**src/hdl/flash_seq_pkg.sv**
```systemverilog
// constants shared by the flash sequencer files
package flash_seq_pkg;
  // ----------------------------------------------------------------
  // register indices (byte address is four times the index)
  // ----------------------------------------------------------------
  localparam logic [11:0] IDX_STATE = 12'hFF8;
  localparam logic [11:0] IDX_PAGE = 12'hFF9;
  localparam logic [11:0] IDX_PDATA = 12'hFFA;
  localparam int ADDR_W = 16;
  localparam int DATA_W = 32;
  // ----------------------------------------------------------------
  // command bytes
  // ----------------------------------------------------------------
  localparam logic [7:0] KEY_FIRST = 8'h73;
  localparam logic [7:0] KEY_SECOND = 8'h8C;
  localparam logic [7:0] KEY_SECTOR = 8'h5E;
  localparam logic [7:0] CMD_PAGE_ERASE = 8'hE1;
  localparam logic [7:0] CMD_MASS_ERASE = 8'hE2;
  // ----------------------------------------------------------------
  // controller_state codes
  // ----------------------------------------------------------------
  localparam logic [5:0] ST_LOCKED = 6'h00;
  localparam logic [5:0] ST_FIRST = 6'h01;
  localparam logic [5:0] ST_SECOND = 6'h02;
  localparam logic [5:0] ST_UNLOCKED = 6'h03;
  localparam logic [5:0] ST_SECTOR = 6'h04;
  localparam logic [5:0] ST_PROGRAM = 6'h08;
  localparam logic [5:0] ST_PAGE_ERASE = 6'h10;
  localparam logic [5:0] ST_MASS_ERASE = 6'h20;
  // ----------------------------------------------------------------
  // page_select layout and memory map
  // ----------------------------------------------------------------
  localparam logic [7:0] PAGE_SEL_RESET = 8'h00;
  localparam int INFO_BIT = 7;
  localparam int PAGE_W = 7;
  localparam int PAGE_LSB = 9;
  localparam logic [15:0] INFO_BASE = 16'hFE00;
  localparam logic [7:0] SECTOR_RESET = 8'h00;
  // ----------------------------------------------------------------
  // operation durations in clock cycles
  // ----------------------------------------------------------------
  localparam int CNT_W = 12;
  localparam logic [11:0] PROGRAM_CYCLES = 12'h020;
  localparam logic [11:0] PAGE_ERASE_CYCLES = 12'h100;
  localparam logic [11:0] MASS_ERASE_CYCLES = 12'h400;
endpackage : flash_seq_pkg

```
**src/hdl/flash_op_timer.sv**
```systemverilog
// down counter that holds the busy span of one flash operation
`timescale 1ns/1ps
module flash_op_timer #(
  parameter int W = 12
) (
  input wire logic clock,
  input wire logic rst,
  input wire logic start,
  input wire logic [W-1:0] cycles,
  output logic busy,
  output logic done
);
  logic [W-1:0] count;
  wire lastCycle = busy && (count == {{(W-1){1'b0}}, 1'b1});

  always_ff @(posedge clock) begin
    if (rst) begin
      count <= '0;
      busy <= 1'b0;
    end else if (start && !busy) begin
      count <= cycles;
      busy <= (cycles != '0);
    end else if (busy) begin
      count <= count - 1'b1;
      busy <= !lastCycle;
    end
  end

  assign done = lastCycle;
endmodule : flash_op_timer

```
**src/hdl/flash_unlock_page_select.sv**
```systemverilog
// flash controller unlock sequencer, page select and apb register file
// ----------------------------------------------------------------
// ----------------------------------------------------------------
//
// Register access over APB was chosen for this implementation.
`timescale 1ns/1ps
module flash_unlock_page_select
  import flash_seq_pkg::*;
#(
  parameter logic [11:0] PROG_LEN = flash_seq_pkg::PROGRAM_CYCLES,
  parameter logic [11:0] PAGE_LEN = flash_seq_pkg::PAGE_ERASE_CYCLES,
  parameter logic [11:0] MASS_LEN = flash_seq_pkg::MASS_ERASE_CYCLES
) (
  input wire logic clock,
  input wire logic rst,
  input wire logic psel,
  input wire logic penable,
  input wire logic pwrite,
  input wire logic [flash_seq_pkg::ADDR_W-1:0] paddr,
  input wire logic [flash_seq_pkg::DATA_W-1:0] pwdata,
  input wire logic [3:0] pstrb,
  output logic [flash_seq_pkg::DATA_W-1:0] prdata,
  output logic pready,
  output logic pslverr,
  input wire logic [15:0] progAddr,
  output logic pageMatch,
  output logic infoHit,
  output logic [6:0] erasePage,
  output logic opBusy,
  output logic progStart,
  output logic [7:0] progData,
  output logic pageEraseStart,
  output logic massEraseStart,
  output logic [7:0] sectorProtect
);
  import flash_seq_pkg::*;

  // ----------------------------------------------------------------
  // states
  // ----------------------------------------------------------------
  typedef enum logic [2:0] {
    S_LOCKED = 3'b000,
    S_FIRST = 3'b001,
    S_SECOND = 3'b010,
    S_UNLOCKED = 3'b011,
    S_SECTOR = 3'b100,
    S_PROGRAM = 3'b101,
    S_PAGE_ERASE = 3'b110,
    S_MASS_ERASE = 3'b111
  } ctrl_e;

  ctrl_e state;
  ctrl_e next_state;
  logic [7:0] pageSel;
  logic [7:0] progByte;
  logic [7:0] sectorReg;
  logic [31:0] readData;
  logic timerBusy;
  logic timerDone;

  // ----------------------------------------------------------------
  // apb decode
  // ----------------------------------------------------------------
  wire [11:0] regIdx = paddr[13:2];
  wire inRange = (paddr[15:14] == 2'b00) && (paddr[1:0] == 2'b00);
  wire hitState = inRange && (regIdx == IDX_STATE);
  wire hitPage = inRange && (regIdx == IDX_PAGE);
  wire hitData = inRange && (regIdx == IDX_PDATA);
  wire hitAny = hitState || hitPage || hitData;
  wire setupPhase = psel && !penable;
  wire accessPhase = psel && penable;
  wire wrStrobe = accessPhase && pwrite && hitAny && pstrb[0];
  wire [7:0] wrByte = pwdata[7:0];
  wire wrState = wrStrobe && hitState;
  wire wrShared = wrStrobe && hitPage;
  wire wrData = wrStrobe && hitData;
  wire busy = (state == S_PROGRAM) || (state == S_PAGE_ERASE) || (state == S_MASS_ERASE);

  assign pready = 1'b1;
  assign pslverr = accessPhase && !hitAny;

  // ----------------------------------------------------------------
  // status code
  // ----------------------------------------------------------------
  logic [5:0] statusCode;
  always_comb begin
    unique case (state)
      S_LOCKED: statusCode = ST_LOCKED;
      S_FIRST: statusCode = ST_FIRST;
      S_SECOND: statusCode = ST_SECOND;
      S_UNLOCKED: statusCode = ST_UNLOCKED;
      S_SECTOR: statusCode = ST_SECTOR;
      S_PROGRAM: statusCode = ST_PROGRAM;
      S_PAGE_ERASE: statusCode = ST_PAGE_ERASE;
      S_MASS_ERASE: statusCode = ST_MASS_ERASE;
    endcase
  end

  // ----------------------------------------------------------------
  // sequencer
  // ----------------------------------------------------------------
  wire startProg = (state == S_UNLOCKED) && wrData;
  wire startPage = (state == S_UNLOCKED) && wrState && (wrByte == CMD_PAGE_ERASE);
  wire startMass = (state == S_UNLOCKED) && wrState && (wrByte == CMD_MASS_ERASE);

  always_comb begin
    next_state = state;
    unique case (state)
      S_LOCKED: begin
        if (wrState && wrByte == KEY_FIRST) begin
          next_state = S_FIRST;
        end
      end
      S_FIRST: begin
        if (wrState) begin
          next_state = (wrByte == KEY_SECOND) ? S_SECOND : S_LOCKED;
        end
      end
      S_SECOND: begin
        if (wrShared) begin
          next_state = S_UNLOCKED;
        end else if (wrState) begin
          next_state = S_LOCKED;
        end
      end
      S_UNLOCKED: begin
        if (startProg) begin
          next_state = S_PROGRAM;
        end else if (startPage) begin
          next_state = S_PAGE_ERASE;
        end else if (startMass) begin
          next_state = S_MASS_ERASE;
        end else if (wrState && wrByte == KEY_SECTOR) begin
          next_state = S_SECTOR;
        end else if (wrState) begin
          next_state = S_LOCKED;
        end
      end
      S_SECTOR: begin
        if (wrShared) begin
          next_state = S_UNLOCKED;
        end else if (wrState) begin
          next_state = S_LOCKED;
        end
      end
      default: begin
        if (timerDone) begin
          next_state = S_UNLOCKED;
        end
      end
    endcase
  end

  wire [11:0] opLen = startProg ? PROG_LEN : (startPage ? PAGE_LEN : MASS_LEN);

  flash_op_timer #(
    .W(CNT_W)
  ) opTimer (
    .clock(clock),
    .rst(rst),
    .start(startProg || startPage || startMass),
    .cycles(opLen),
    .busy(timerBusy),
    .done(timerDone)
  );

  // ----------------------------------------------------------------
  // registers
  // ----------------------------------------------------------------
  always_ff @(posedge clock) begin
    if (rst) begin
      state <= S_LOCKED;
    end else begin
      state <= next_state;
    end
  end

  // shared address routes to page select when not busy, or to sector protect in the sector state
  wire pageWrite = wrShared && (state != S_SECTOR) && !busy;
  wire sectorWrite = wrShared && (state == S_SECTOR);

  always_ff @(posedge clock) begin
    if (rst) begin
      pageSel <= PAGE_SEL_RESET;
    end else if (pageWrite) begin
      pageSel <= wrByte;
    end
  end

  always_ff @(posedge clock) begin
    if (rst) begin
      sectorReg <= SECTOR_RESET;
      progByte <= 8'h00;
    end else begin
      if (sectorWrite) begin
        sectorReg <= wrByte;
      end
      if (startProg) begin
        progByte <= wrByte;
      end
    end
  end

  // ----------------------------------------------------------------
  // read path
  // ----------------------------------------------------------------
  wire [7:0] sharedRead = (state == S_SECTOR) ? sectorReg : pageSel;
  wire [7:0] readByte = hitState ? {2'b00, statusCode} :
                        hitPage ? sharedRead :
                        hitData ? progByte : 8'h00;

  always_ff @(posedge clock) begin
    if (rst) begin
      readData <= 32'h0000_0000;
    end else if (setupPhase && !pwrite) begin
      readData <= {24'h00_0000, readByte};
    end
  end

  assign prdata = readData;

  // ----------------------------------------------------------------
  // memory side
  // ----------------------------------------------------------------
  // page erase address match
  // page field supplies address bits 15 to 9
  assign erasePage = pageSel[PAGE_W-1:0];
  assign pageMatch = (progAddr[15:PAGE_LSB] == pageSel[PAGE_W-1:0]);
  assign infoHit = pageSel[INFO_BIT] && (progAddr >= INFO_BASE);
  assign opBusy = busy;
  assign progStart = startProg;
  assign progData = progByte;
  assign pageEraseStart = startPage;
  assign massEraseStart = startMass;
  assign sectorProtect = sectorReg;

  // ----------------------------------------------------------------
  // assertions
  // ----------------------------------------------------------------
  localparam int PAGE_MAX = 258;
endmodule : flash_unlock_page_select

```
**config.mk**
```make
export PLATFORM = sky130hd
export DESIGN_NAME = flash_unlock_page_select
export DESIGN_NICKNAME = d
export VERILOG_FILES = /design/src/hdl/flash_seq_pkg.sv /design/src/hdl/flash_op_timer.sv /design/src/hdl/flash_unlock_page_select.sv
export SDC_FILE = /design/constraint.sdc
export NUM_CORES = 1
export LEC_CHECK = 0
export BUFFER_PORTS_ARGS = -buffer_cell sky130_fd_sc_hd__buf_2
export CORE_AREA = 4 4 94 96
export CTS_CLUSTER_SIZE = 25
export DETAILED_ROUTE_END_ITERATION = 10
export DIE_AREA = 0 0 98 100
export MAX_ROUTING_LAYER = met4
export PLACE_DENSITY = 0.78
export SLEW_MARGIN = 20
export SYNTH_ARGS = -nofsm -noshare
export SYNTH_HDL_FRONTEND = slang
export SYNTH_HIERARCHICAL = 1
export SYNTH_SLANG_ARGS = --single-unit
export TNS_END_PERCENT = 100
```
**constraint.sdc**
```tcl
create_clock -name clock -period 2.88 [get_ports clock]
set_clock_uncertainty 0.05 [all_clocks]
set_input_delay 0.144 -clock clock [delete_from_list [all_inputs] [get_ports clock]]
set_output_delay 0.144 -clock clock [all_outputs]
set_load 0.01 [all_outputs]
```
==> flow_metrics.env <==
export IMPL_cts_sinks=54
export IMPL_routed_via_density=5.28
export IMPL_drive_above_1_share_pct=23.1
export IMPL_r2r_slack_ps=310
export IMPL_endpoint_kind="flip-flop"
export IMPL_clkTransAtPathRegs_ps=110
export IMPL_r2r_end="opTimer/count[11]"
export IMPL_ys_async_sr_fraction_pct=0
export IMPL_worstHoldStart="pwdata[2]"
export IMPL_stdcell_count=577
export IMPL_grt_pass1_wl_mm=13.8
export IMPL_min_path_cells=3
export IMPL_drv_slew=0
export IMPL_wirelength_mm=8.65
export IMPL_drt_iter0_markers=209
export IMPL_post_drt_wl_per_cell_um=15.0
export IMPL_final_nets=546
export IMPL_syn_area_um2=3150
export IMPL_grt_overflow=0
export IMPL_pwr_share_seq_pct=56.5
export IMPL_yosysWarningCount=6
export IMPL_synth_cell_types=57
export IMPL_place_inst=569
export IMPL_io_pins=136
export IMPL_die_area_um2=9800
export IMPL_post_synth_top_area_cell="dfxtp_1"
export IMPL_grt_usage_pct=17.5
export IMPL_fp_row_count=33
export IMPL_arrival_ps=2750
export IMPL_cts_root_buf="clkbuf_8"
export IMPL_p_switching_mw=0.359
export IMPL_period_needed_ps=2570
export IMPL_core_area_um2=8050
export IMPL_antenna_cells=0
export IMPL_cp_required_ps=3060
export IMPL_clock_path_buffers=2
export IMPL_synth_seq_area_share_pct=34.3
export IMPL_min_period_over_period_pct=89.1
export IMPL_final_setup_tns_ps=0
export IMPL_path_class="reg2reg"
export IMPL_nFillCells=806
export IMPL_hold_viol=0
export IMPL_postCtsSetupBuffers=0
export IMPL_cts_buffers=5
export IMPL_p_sw_share_pct=27.0
export IMPL_netlist_instances=390
export IMPL_ir_worst_vdd_mv=0.227
export IMPL_synth_common_cells="dfxtp_1, nand2_1, nor2_1"
export IMPL_multi_input_area_um2=1880
export IMPL_p_leak_nw=1.60
export IMPL_post_cts_resized=0
export IMPL_ant_nets=0
export IMPL_yosysTopAreaCellShare_pct=34.3
export IMPL_vias=3048
export IMPL_post_dp_hpwl_mm=6.64
export IMPL_start_util_pct=39.1
export IMPL_cts_tree="built"
export IMPL_port_buffers=74
export IMPL_holdPathEnd="pageSel[2]"
export IMPL_synth_most_common_cell="dfxtp_1"
export IMPL_drcViolationCount=0
export IMPL_ys_seq_elements=54
export IMPL_slew_headroom_pct=58.3
export IMPL_grt_pass1_vias=2933
export IMPL_p_int_mw=0.972
export IMPL_place_gp_congestion=0.892
export IMPL_p_comb_share_pct=9.1
export IMPL_cap_viol_max_count=0
export IMPL_postCtsHoldBufs=0
export IMPL_syn2layout_area_growth_pct=16.6
export IMPL_worst_slew_pin_slew_ps=623
export IMPL_clockPowerShare_pct=34.4
export IMPL_cp_max_fo=11
export IMPL_clk_latency_ps=320
export IMPL_max_freq_mhz=390
export IMPL_min_path_type="in2reg"
export IMPL_htree_levels=2
export IMPL_grt_setup_unrepaired="no"
export IMPL_avgSynthCellArea_um2=8.08
export IMPL_die_x_um=98
export IMPL_synth_edf_count=0
export IMPL_synth_area_leaders="dfxtp_1, buf_4, nand2_1, mux2i_1, nor2_1"
export IMPL_drt_first_pass_iters=5
export IMPL_ff2ff_path_depth=10
export IMPL_regArea_um2=1080
export IMPL_r2r_start="state[1]"
export IMPL_die_h_um=100
export IMPL_powerDensity_nw_per_um2=363
export IMPL_synth_flop_cell="dfxtp_1"
export IMPL_status="finished, final reports clean"
export IMPL_antenna_found_initial=0
export IMPL_grt_max_degree=30
export IMPL_setup_violations=0
export IMPL_crit_path_start_kind="flip-flop"
==> flip-flops by register name, summed over array words and instances, names as in the netlist <==
| name | flops |
|---|---|
| pageSel | 8 |
| state | 3 |
| prdata | 8 |
| progData | 8 |
| opTimer/busy | 1 |
| statusCode | 6 |
| sectorProtect | 8 |
| opTimer/count | 12 |
==> power groups by stage <==
stage	clock network [mW]	logic, mW	registers (mW)
CTS	0.464	0.119	0.752
global placement	0	0.115	0.769
detailed placement	0	0.118	0.769
floorplan	0	0.0895	0.771
global route	0.493	0.134	0.753
finish	0.458	0.121	0.752
==> metal layers <==
layer / share of wire [%] / wire length, um / track usage [%]
met5: 0 / 0 / -
met4: 2.5 / 216 / 6.39
met3: 5.3 / 459 / 2.64
met2: 52 / 4460 / 31.4
met1: 41 / 3510 / 19.8
==> how the worst max path moves through the flow <==
stage / depth (start not counted) / to / slack (ps) / start
floorplan: 9 / opTimer/count[11] / 40 / paddr[15]
global placement: 11 / opTimer/count[11] / 280 / paddr[15]
detailed placement: 11 / opTimer/count[11] / 260 / paddr[15]
CTS: 10 / opTimer/count[11] / 330 / state[1]
global route: 10 / opTimer/count[5] / 50 / state[1]
finish: 10 / opTimer/count[11] / 310 / state[1]
==> worst max-delay path, stage by stage, from the launching register on <==
cell      delay, ps
dfxtp_1         520
nor2b_1         250
and3_1          240
nand4b_1        120
buf_4           180
nor3b_2         210
or3_1           230
nor2b_1         160
buf_4           190
a211oi_1         80
nor4_2          240
==> placed cells by master, fill, tap and decap left out, drive strengths merged, types with 8 or more instances in the layout <==
cell   synthesis  layout
a21oi         33      33
buf           35      86
conb           2      43
dfxtp         54      54
mux2i         17      17
nand2         46      46
nand4         10      10
nor2          44      44
nor3          16      16
nor3b          8       8
nor4          13      13
==> cell families (layout without fill, tap and decap cells) <==
logic type	count (synthesis)	in the layout	synth area share, %
mux	18	18	5.76
simple gates	178	178	31.0
fa+ha+maj	2	2	0.794
compound gates	69	69	14.6
xor+xnor	9	9	2.50
buf+inv	58	99	10.8
other cells	2	43	0.238
flops	54	54	34.3
==> through the flow <==
stage | total power, mW | hold WS, ps | setup WS, ps | cell area [um^2] | utilization, %
global route | 1.38 | 66.8 | 46.3 | 3670 | 45.6
CTS | 1.33 | 53.4 | 325 | 3670 | 45.6
global placement | 0.884 | 396 | 280 | 3570 | 44.4
finish | 1.33 | 67.3 | 315 | 3670 | 45.6
floorplan | 0.861 | 234 | 40.3 | 3300 | -
detailed placement | 0.887 | 398 | 256 | 3570 | 44.4
==> final cells by class <==
type / instances / share of cell area (%)
well taps: 105 / 3.58
clock buffers: 5 / 1.87
flip-flops and latches: 54 / 29.4
inverters: 5 / 0.511
clock inverters: 3 / 0.784
multi-input cells: 319 / 51.3
repair buffers: 86 / 12.5
No activity file was read; power rests on OpenSTA's default activity.
